**config.mk**
```make
export PLATFORM = sky130hd
export DESIGN_NAME = rmsw_core
export DESIGN_NICKNAME = d
export VERILOG_FILES = /design/src/inc/rmsw_pkg.sv /design/src/rmsw_core.sv
export SDC_FILE = /design/constraint.sdc
export NUM_CORES = 1
export LEC_CHECK = 0
export ABC_AREA = 0
export CAP_MARGIN = 10
export CORE_ASPECT_RATIO = 1.2
export CORE_MARGIN = 4
export CORE_UTILIZATION = 30
export DETAILED_ROUTE_END_ITERATION = 8
export DONT_BUFFER_PORTS = 1
export GPL_ROUTABILITY_DRIVEN = 0
export PLACE_DENSITY = 0.48
export SYNTH_ARGS = -nofsm -noshare
export SYNTH_HDL_FRONTEND = slang
export SYNTH_SLANG_ARGS = --single-unit
```
**constraint.sdc**
```tcl
create_clock -name pclk -period 3.4 [get_ports pclk]
set_clock_uncertainty 0.05 [all_clocks]
set_input_delay 0.34 -clock pclk [delete_from_list [all_inputs] [get_ports pclk]]
set_output_delay 0.34 -clock pclk [all_outputs]
set_load 0.005 [all_outputs]
```
**src/inc/rmsw_pkg.sv**
```systemverilog
package rmsw_pkg;
  // register byte offsets
  localparam logic [7:0] CTRL_OFFS   = 8'h00;
  localparam logic [7:0] STATUS_OFFS = 8'h04;
  localparam logic [7:0] SLEW_OFFS   = 8'h08;

  // control field positions
  localparam int MODE_LSB   = 0;
  localparam int POLICY_LSB = 2;
  localparam int SEL_BIT    = 4;

  // status field positions
  localparam int ST_LOCK     = 0;
  localparam int ST_LOSC     = 1;
  localparam int ST_REFA     = 2;
  localparam int ST_REFB     = 3;
  localparam int ST_HOLD     = 4;
  localparam int ST_ACTIVE   = 5;
  localparam int ST_SLEWING  = 6;

  // reset values
  localparam logic [4:0] CTRL_RST = 5'h00;
  localparam logic [7:0] SLEW_RST = 8'h10;

  // missing-edge threshold in feedback edges
  localparam logic [1:0] MISS_EDGES = 2'h3;

  // least gap between two phase extension steps
  localparam int CLK_MHZ       = 100;
  localparam int SLEW_GAP_NS   = 1000;
  localparam int SLEW_GAP_CYC  = (SLEW_GAP_NS * CLK_MHZ + 999) / 1000;

  typedef enum logic [1:0] {
    MODE_SYNTH = 2'h0,
    MODE_HBW   = 2'h1,
    MODE_LBW   = 2'h2,
    MODE_RSVD  = 2'h3
  } rmsw_mode_t;

  typedef enum logic [1:0] {
    POL_MAN_PIN = 2'h0,
    POL_MAN_REG = 2'h1,
    POL_AUTO_REV = 2'h2,
    POL_AUTO_NREV = 2'h3
  } rmsw_policy_t;
endpackage

```
**src/rmsw_core.sv**
```systemverilog
`timescale 1ns/100ps
module rmsw_core (
  input  wire logic        pclk,            // bus and monitor clock
  input  wire logic        presetn,         // async reset, active low
  input  wire logic        psel,            // apb select
  input  wire logic        penable,         // apb enable
  input  wire logic        pwrite,          // apb direction
  input  wire logic [7:0]  paddr,           // apb byte address
  input  wire logic [31:0] pwdata,          // apb write data
  output logic      [31:0] prdata,          // apb read data
  output logic             pready,          // apb ready
  output logic             pslverr,         // apb error
  input  wire logic        local_osc_in,    // local oscillator pin
  input  wire logic        ref_in_a,        // pre-divided reference a
  input  wire logic        ref_in_b,        // pre-divided reference b
  input  wire logic        upper_fb_in,     // upper loop feedback
  input  wire logic        lower_fb_in,     // lower loop feedback
  input  wire logic        freq_lock_in,    // frequency lock from loop
  input  wire logic        ref_sel_pin,     // external select pin
  output logic             lock_out,        // lock pin
  output logic             holdover_out,    // holdover pin
  output logic             active_ref,      // 0 = ref a, 1 = ref b
  output logic             local_osc_fail_flag, // local oscillator alarm
  output logic             ref_a_fail_flag, // reference a alarm
  output logic             ref_b_fail_flag, // reference b alarm
  output logic             phase_extend,    // one-cycle period stretch
  output logic             phase_freeze     // no phase adjustment
);
  localparam int NSYNC = 7;

  typedef enum {S_IDLE, S_MANUAL, S_ACQUIRE, S_RUN, S_HOLD} rmsw_state_t;

  // input synchronisers: stage one is read only by stage two
  logic [NSYNC-1:0] sync1;
  logic [NSYNC-1:0] sync2;
  logic [NSYNC-1:0] sync3;
  logic [NSYNC-1:0] pins;
  logic [NSYNC-1:0] rise;

  assign pins = {ref_sel_pin, freq_lock_in, lower_fb_in, upper_fb_in, ref_in_b, ref_in_a, local_osc_in};

  genvar gi;
  generate
    for (gi = 0; gi < NSYNC; gi++) begin : g_sync
      always_ff @(posedge pclk or negedge presetn) begin
        if (!presetn) begin
          sync1[gi] <= 1'b0;
          sync2[gi] <= 1'b0;
          sync3[gi] <= 1'b0;
        end else begin
          sync1[gi] <= pins[gi];
          sync2[gi] <= sync1[gi];
          sync3[gi] <= sync2[gi];
        end
      end
      assign rise[gi] = sync2[gi] & ~sync3[gi];
    end
  endgenerate

  logic osc_edge, refa_edge, refb_edge, up_edge, lo_edge, lock_s, pin_sel;
  assign osc_edge  = rise[0];
  assign refa_edge = rise[1];
  assign refb_edge = rise[2];
  assign up_edge   = rise[3];
  assign lo_edge   = rise[4];
  assign lock_s    = sync2[5];
  assign pin_sel   = sync2[6];

  // registers
  logic [4:0] ctrl;
  logic [7:0] slew_steps;
  logic [4:0] next_ctrl;
  logic [7:0] next_slew_steps;

  rmsw_pkg::rmsw_mode_t   mode;
  rmsw_pkg::rmsw_policy_t policy;
  logic                   sel_reg;
  assign mode    = rmsw_pkg::rmsw_mode_t'(ctrl[rmsw_pkg::MODE_LSB +: 2]);
  assign policy  = rmsw_pkg::rmsw_policy_t'(ctrl[rmsw_pkg::POLICY_LSB +: 2]);
  assign sel_reg = ctrl[rmsw_pkg::SEL_BIT];

  // missing-edge monitors: osc, ref a, ref b
  logic [1:0] miss_cnt [3];
  logic [1:0] next_miss_cnt [3];
  logic [2:0] fail;
  logic [2:0] next_fail;
  logic [2:0] mon_edge;
  logic [2:0] mon_fb;
  logic       loop_fb;

  assign loop_fb  = (mode == rmsw_pkg::MODE_LBW) ? lo_edge : up_edge;
  assign mon_edge = {refb_edge, refa_edge, osc_edge};
  assign mon_fb   = {loop_fb, loop_fb, up_edge};

  function automatic logic [1:0] miss_next(input logic [1:0] cnt, input logic edg, input logic fb);
    logic [1:0] r;
    r = cnt;
    if (edg) begin
      r = 2'h0;
    end else if (fb && cnt != rmsw_pkg::MISS_EDGES) begin
      r = cnt + 2'h1;
    end
    return r;
  endfunction

  always_comb begin
    for (int i = 0; i < 3; i++) begin
      next_miss_cnt[i] = miss_next(miss_cnt[i], mon_edge[i], mon_fb[i]);
      next_fail[i]     = (next_miss_cnt[i] == rmsw_pkg::MISS_EDGES);
    end
  end

  always_ff @(posedge pclk or negedge presetn) begin
    if (!presetn) begin
      for (int i = 0; i < 3; i++) begin
        miss_cnt[i] <= 2'h0;
      end
      fail <= 3'h0;
    end else begin
      for (int i = 0; i < 3; i++) begin
        miss_cnt[i] <= next_miss_cnt[i];
      end
      fail <= next_fail;
    end
  end

  assign local_osc_fail_flag = fail[0];
  assign ref_a_fail_flag     = fail[1];
  assign ref_b_fail_flag     = fail[2];

  logic valid_a, valid_b;
  assign valid_a = ~fail[1];
  assign valid_b = ~fail[2];

  function automatic logic ref_valid(input logic which, input logic va, input logic vb);
    return which ? vb : va;
  endfunction

  // reserved mode code behaves as synthesizer mode everywhere
  function automatic logic no_select(input rmsw_pkg::rmsw_mode_t m);
    return m == rmsw_pkg::MODE_SYNTH || m == rmsw_pkg::MODE_RSVD;
  endfunction

  // selection state machine
  rmsw_state_t state, next_state;
  logic        next_active;
  logic        hold_q, next_hold;
  logic        is_auto;
  logic        man_sel;
  assign is_auto = policy[1];
  assign man_sel = (policy == rmsw_pkg::POL_MAN_PIN) ? pin_sel : sel_reg;

  always_comb begin
    next_state  = state;
    next_active = active_ref;
    next_hold   = hold_q;
    if (no_select(mode)) begin
      next_state = S_IDLE;
      next_hold  = 1'b0;
    end else begin
      case (state)
        S_IDLE, S_MANUAL: begin
          if (is_auto) begin
            next_state = S_ACQUIRE;
          end else begin
            next_state = S_MANUAL;
            next_active = man_sel;
            next_hold = ~ref_valid(man_sel, valid_a, valid_b);
          end
        end
        S_ACQUIRE: begin
          next_active = sel_reg;
          next_hold   = ~ref_valid(sel_reg, valid_a, valid_b);
          if (!is_auto) begin
            next_state = S_MANUAL;
          end else if (lock_s && ref_valid(sel_reg, valid_a, valid_b)) begin
            next_state = S_RUN;
          end
        end
        S_RUN: begin
          next_hold = 1'b0;
          if (!is_auto) begin
            next_state = S_MANUAL;
          end else if (!ref_valid(active_ref, valid_a, valid_b)) begin
            if (ref_valid(~active_ref, valid_a, valid_b)) begin
              next_active = ~active_ref;
            end else begin
              next_state = S_HOLD;
              next_hold  = 1'b1;
            end
          end else if (active_ref != sel_reg && ref_valid(sel_reg, valid_a, valid_b)
                       && policy == rmsw_pkg::POL_AUTO_REV) begin
            next_active = sel_reg;
          end
        end
        S_HOLD: begin
          next_hold = 1'b1;
          if (!is_auto) begin
            next_state = S_MANUAL;
          end else if (valid_a || valid_b) begin
            next_state  = S_RUN;
            next_hold   = 1'b0;
            next_active = (valid_a && valid_b) ? sel_reg : valid_b;
          end
        end
        default: begin
          next_state = S_IDLE;
        end
      endcase
    end
  end

  always_ff @(posedge pclk or negedge presetn) begin
    if (!presetn) begin
      state      <= S_IDLE;
      active_ref <= 1'b0;
      hold_q     <= 1'b0;
    end else begin
      state      <= next_state;
      active_ref <= next_active;
      hold_q     <= next_hold;
    end
  end

  assign holdover_out = hold_q;
  assign lock_out     = lock_s & ~hold_q & (state != S_IDLE || no_select(mode));

  // phase slope limiter: steps only stretch a period, never shorten one
  logic [7:0]  slew_left, next_slew_left;
  logic [15:0] gap_cnt, next_gap_cnt;
  logic        switched;
  assign switched = (next_active != active_ref) && !next_hold;

  always_comb begin
    next_slew_left = slew_left;
    next_gap_cnt   = (gap_cnt != 16'h0000) ? gap_cnt - 16'h0001 : 16'h0000;
    phase_extend   = 1'b0;
    if (hold_q) begin
      next_slew_left = 8'h00;
      next_gap_cnt   = 16'h0000;
    end else if (switched) begin
      next_slew_left = slew_steps;
    end else if (slew_left != 8'h00 && gap_cnt == 16'h0000) begin
      phase_extend   = 1'b1;
      next_slew_left = slew_left - 8'h01;
      next_gap_cnt   = 16'(rmsw_pkg::SLEW_GAP_CYC - 1);
    end
  end

  always_ff @(posedge pclk or negedge presetn) begin
    if (!presetn) begin
      slew_left <= 8'h00;
      gap_cnt   <= 16'h0000;
    end else begin
      slew_left <= next_slew_left;
      gap_cnt   <= next_gap_cnt;
    end
  end

  assign phase_freeze = hold_q;

  // apb slave, zero wait states
  logic        hit_ctrl, hit_status, hit_slew, mapped, acc;
  logic [31:0] status_word;
  assign acc        = psel & penable;
  assign hit_ctrl   = (paddr == rmsw_pkg::CTRL_OFFS);
  assign hit_status = (paddr == rmsw_pkg::STATUS_OFFS);
  assign hit_slew   = (paddr == rmsw_pkg::SLEW_OFFS);
  assign mapped     = hit_ctrl | hit_status | hit_slew;
  assign pready     = 1'b1;
  assign pslverr    = acc & ~mapped;

  always_comb begin
    status_word = 32'h0000_0000;
    status_word[rmsw_pkg::ST_LOCK]    = lock_out;
    status_word[rmsw_pkg::ST_LOSC]    = fail[0];
    status_word[rmsw_pkg::ST_REFA]    = fail[1];
    status_word[rmsw_pkg::ST_REFB]    = fail[2];
    status_word[rmsw_pkg::ST_HOLD]    = hold_q;
    status_word[rmsw_pkg::ST_ACTIVE]  = active_ref;
    status_word[rmsw_pkg::ST_SLEWING] = (slew_left != 8'h00);
  end

  always_comb begin
    next_ctrl       = ctrl;
    next_slew_steps = slew_steps;
    if (acc && pwrite && hit_ctrl) begin
      next_ctrl = pwdata[4:0];
    end
    if (acc && pwrite && hit_slew) begin
      next_slew_steps = pwdata[7:0];
    end
  end

  always_ff @(posedge pclk or negedge presetn) begin
    if (!presetn) begin
      ctrl       <= rmsw_pkg::CTRL_RST;
      slew_steps <= rmsw_pkg::SLEW_RST;
      prdata     <= 32'h0000_0000;
    end else begin
      ctrl       <= next_ctrl;
      slew_steps <= next_slew_steps;
      if (psel && !penable && !pwrite) begin
        prdata <= hit_ctrl   ? {27'h0000000, ctrl} :
                  hit_status ? status_word :
                  hit_slew   ? {24'h000000, slew_steps} : 32'h0000_0000;
      end
    end
  end
endmodule

```
**Word-level counts from Yosys, hierarchy flattened**

Cells that the tools add are included.

- Bits of input ports: 52
- Flip-flop bits (word level): 131
- Word-level logic and storage cells: 164
- ROM bits: 0
- Output and inout bits: 42
- RAM bits: 0
- Memories kept: 0
- Bits in latches: 0

- Div/mod/pow operators: 0
- Equality and inequality tests: 21
- $lt $le $gt $ge: 0
- Bitwise gates (word level): 23
- Muxes and demuxes: 53
- Shift-type cells: 0
- $add $sub $neg: 5
- Multipliers: 0
- Reduce and logical (&&, ||, !) cells: 31

Operators by type and width:

| cell | number |
|---|---|
| $mux W32 | 8 |
| $pmux W32 S4 | 1 |
| $eq A32 B2 Y1 const B | 2 |
| $mux W16 | 4 |
| $mux W8 | 6 |
| $eq A32 B1 Y1 const B | 1 |
| $eq A32 B3 Y1 const B | 1 |
| $logic_not A32 Y1 | 1 |
| $reduce_bool A32 Y1 | 1 |
| $mux W1 | 25 |
| $logic_not A16 Y1 | 1 |
| $ne A4 B4 Y1 const B | 4 |
| $reduce_bool A16 Y1 | 1 |
| $sub A16 B1 Y16 const B | 1 |
| $logic_and A1 B1 Y1 | 14 |
| $mux W2 | 7 |
| $eq A2 B2 Y1 const B | 6 |
| $not A1 Y1 | 12 |
| $and A1 B1 Y1 | 9 |
| $eq A8 B3 Y1 const B | 1 |
| $eq A8 B4 Y1 const B | 1 |
| $logic_not A8 Y1 | 1 |
| $pmux W1 S4 | 2 |
| $reduce_bool A8 Y1 | 1 |
| other kinds (11) | 22 |

**Longest topological paths before layout**

- Word-level depth: 13
- Depth in mapped cells: 9
- Depth with buffers taken out: 8

**Least setup slack after synthesis**

Ideal clock, no wire load.

- Path kind: flip-flop to output port
- Start point: reg gap_cnt[13]
- End point: out phase_extend
- Data arrival time: 2.243 ns
- Cell stages (with the launch flop): 7
- Data required time: 3.010 ns
- Slack: 0.767 ns
- Cell sequence: dfrtp_1 or4_4 or4b_1 buf_2 nor3_4 or2b_1 nor2_1

- Cells in the longest elaborated chain, start to end: 5

RTL lines:

| what | RTL line | source |
|---|---|---|
| start, declared | rmsw_core.sv:230 | `logic [15:0] gap_cnt, next_gap_cnt;` |
| start signal, assigned | rmsw_core.sv:256 | `gap_cnt <= next_gap_cnt;` |
| $logic_not A16 Y1 | rmsw_core.sv:243 | `end else if (slew_left != 8'h00 && gap_cnt == 16'h0000) begin` |
| $logic_and A1 B1 Y1 | rmsw_core.sv:243 |  |
| $mux W1 | rmsw_core.sv:243 |  |
| $mux W1 | rmsw_core.sv:241 | `end else if (switched) begin` |
| $mux W1 | rmsw_core.sv:238 | `if (hold_q) begin` |
| end, declared | rmsw_core.sv:26 | `output logic phase_extend,` |

No other way between the ends.

**Worst setup path in the final report**

Same ends and word-level chain as after synthesis.

==> results.toml <==
[power_and_ir_drop]
peakVddDrop_uv = 295
p_leak_nw = 1.88
powerDensity_mw_per_mm2 = 615

[floorplan]
std_cell_rows = 45
dieArea_mm2 = 0.0148
coreArea_mm2 = 0.0127
dieWidth_um = 112
start_util_pct = 30.7
die_h_um = 133
num_io_pins = 94

[clocking]
clock-sinks = 78
cts_tree = "yes"
path_clk_slew_ns = 0.06
cts_setup_buffers = 0
h-tree-depth = 3
cts_buffers = 9
clk_latency_ns = 0.34
cts-root-buf = "clkbuf_16"
clockBufferDepth = 2

[timing]
setup_viol = 0
min_period_ns = 3.21
slew_violations = 0
rsz0062_at_grt = "no"
finalHoldViolations = 0
worst_slew_pin_slew_ns = 0.667
fin_setup_tns_ns = 0
max_slew_margin_pct = 55.2
timing.hold.ws_ns = 0.101
worst_slack_ns = 0.193
finalCritPeriodShare_pct = 94.3
fmax_ghz = 0.312

[logic_synthesis]
yosys_warnings = 0
synth-edff-count = 0
synthCells = 376
postSynthAreaPerCell_um2 = 10.3
synth_seq_area_share_pct = 50.3
post_synth_instance_area_mm2 = 0.00389
synthFlopType = "dfrtp_1"
ys_types = 47
ys_async_sr_fraction_pct = 100
yosys_register_bits = 78

[grt]
grt_use_total_pct = 11.1
grt_max_degree = 79
antenna_found_initial = 0
grt_pass1_wl_um = 13300
grt-ovfl-total = 0
grt_pass1_vias = 2674

[cells_and_area]
nets = 441
layout_commonest_cell = "dfrtp_1"
fin_cells = 551
syn2layout_area_growth_pct = 11.7
diodes = 0
final_util_pct = 34.3
layout-drive-gt1-share_pct = 12.9
mostFrequentLayoutCells = "dfrtp_1 (77), nor2_1 (40), conb_1 (25), nand2_1 (21), a21oi_1 (19)"

[critical_path]
start_kind = "flip-flop"
crit_path_max_fanout = 8
r2r_slack_ns = 0.68
crit_type = "flip-flop to output pin"
cp_cell_sequence = "or4_4 -> or4b_1 -> nor3_4 -> or2b_1 -> nor2_1"
critPathArrivalTime_ns = 2.82
max_stage_delay_ns = 0.67
r2r_cells = 6
end_kind = "output pin"
worst_path_max_delay_cell = "or4b_1"
cp.required_ns = 3.01

[placement]
port-buffer-count = 0
dp.cells = 526
dp_slack_ns = 0.540
place_hpwl_um = 5670

[job]
drv_cap = 0

[detailed_routing]
ant_nets = 0
routed_wl_um = 7950
drt_iter0_markers = 83
viasPerCell = 4.73
vias = 2608
first_pass_iters = 4
drc = 0
wl_per_cell_um = 14.4

[min_path]
hp-class = "input pin to flip-flop"
whs_path_depth = 1

[status]
status = "completed"
-- registers in the layout, indices dropped and copies added (netlist names) --
| register | count |
|---|---|
| ctrl | 5 |
| state | 3 |
| gap_cnt | 16 |
| fail | 3 |
| sync1 | 7 |
| prdata | 8 |
| active_ref | 1 |
| miss_cnt | 6 |
| lock_s | 1 |
| sync3 | 5 |
| slew_steps | 8 |
| pin_sel | 1 |
| holdover_out | 1 |
| sync2 | 5 |
| slew_left | 8 |
-- timing repair --
action                                 in CTS  in global routing
resized for setup                           0                  0
hold buffers                                9                  0
endpoints found under the hold margin      85                  0
-- Yosys cell counts, drive strengths merged, types with 3 or more instances --
library cell   n  share of area (%)
xor2           4               0.90
xnor2         15                3.4
or3            8                1.3
nor3b          3               0.58
ha             7                2.3
or3b           7                1.6
a31oi          3               0.48
nor2b         12                1.9
o31ai          3               0.58
and3           3               0.48
nor2          40                3.9
clkbuf        11                1.1
dfrtp         77                 50
a21oi         19                2.4
mux2i         14                3.6
mux2          18                5.2
nor3          15                2.2
buf           29                5.4
nand2         21                2.0
o22ai          4               0.64
o21ai         15                1.9
nand2b         8                1.3
nor4           9                1.4
inv            8               0.77
-- path summary, 6_finish.rpt --
check	startpoint	endpoint
max in group asynchronous	presetn	slew_steps[4]
hold reg to reg	sync1[2]	sync2[2]
min in group asynchronous	presetn	gap_cnt[11]
hold / removal	pwdata[7]	slew_steps[7]
setup / recovery	gap_cnt[13]	phase_extend
setup reg to reg	gap_cnt[13]	slew_left[3]
-- logic make-up after synthesis --
group / count (synthesis) / synth area share [%]
flip-flops: 78 / 50.3
AO/OA/AOI/OAI: 55 / 8.40
XOR/XNOR: 19 / 4.28
multiplexers: 32 / 8.82
adder cells (fa/ha/maj): 7 / 2.25
other: 2 / 0.193
buffers and inverters: 48 / 7.21
AND/OR/NAND/NOR: 135 / 18.6
-- layout make-up --
type / instances / area (um^2)
fillers: 1288 / 8330
clock inverters: 6 / 45.0
flip-flops and latches: 78 / 1950
inverters: 8 / 30.0
multi-input cells: 273 / 1740
well taps: 164 / 205
clock buffers: 10 / 239
repair buffers: 12 / 130
-- worst max-delay path, delay by kind of cell, from the launching register on --
family / cells / cell delay [ns]
flops: 1 / 0.40
simple gates: 5 / 2.09
-- routing by layer --
| metal | GRT usage [%] | wire length, um |
|---|---|---|
| met1 | 12.6 | 3260 |
| met2 | 19.1 | 4050 |
| met3 | 4.16 | 514 |
| met4 | 4.12 | 125 |
| met5 | 0 | 0 |
-- stage by stage --
step | total power [mW] | instance area, um^2
2_1_floorplan | 1.67 | 3970
3_3_place_gp | 1.74 | 3950
6_report | 2.67 | 4340
3_5_place_dp | 1.77 | 3950
5_1_grt | 2.85 | 4340
4_1_cts | 2.72 | 4340
-- where the power goes --
part / internal (mW) / total (mW) / switching [mW]
registers: 1.09 / 1.25 / 0.162
clock network: 0.516 / 0.899 / 0.383
logic: 0.249 / 0.515 / 0.266
Note: power is estimated with default switching activity, not from simulation.
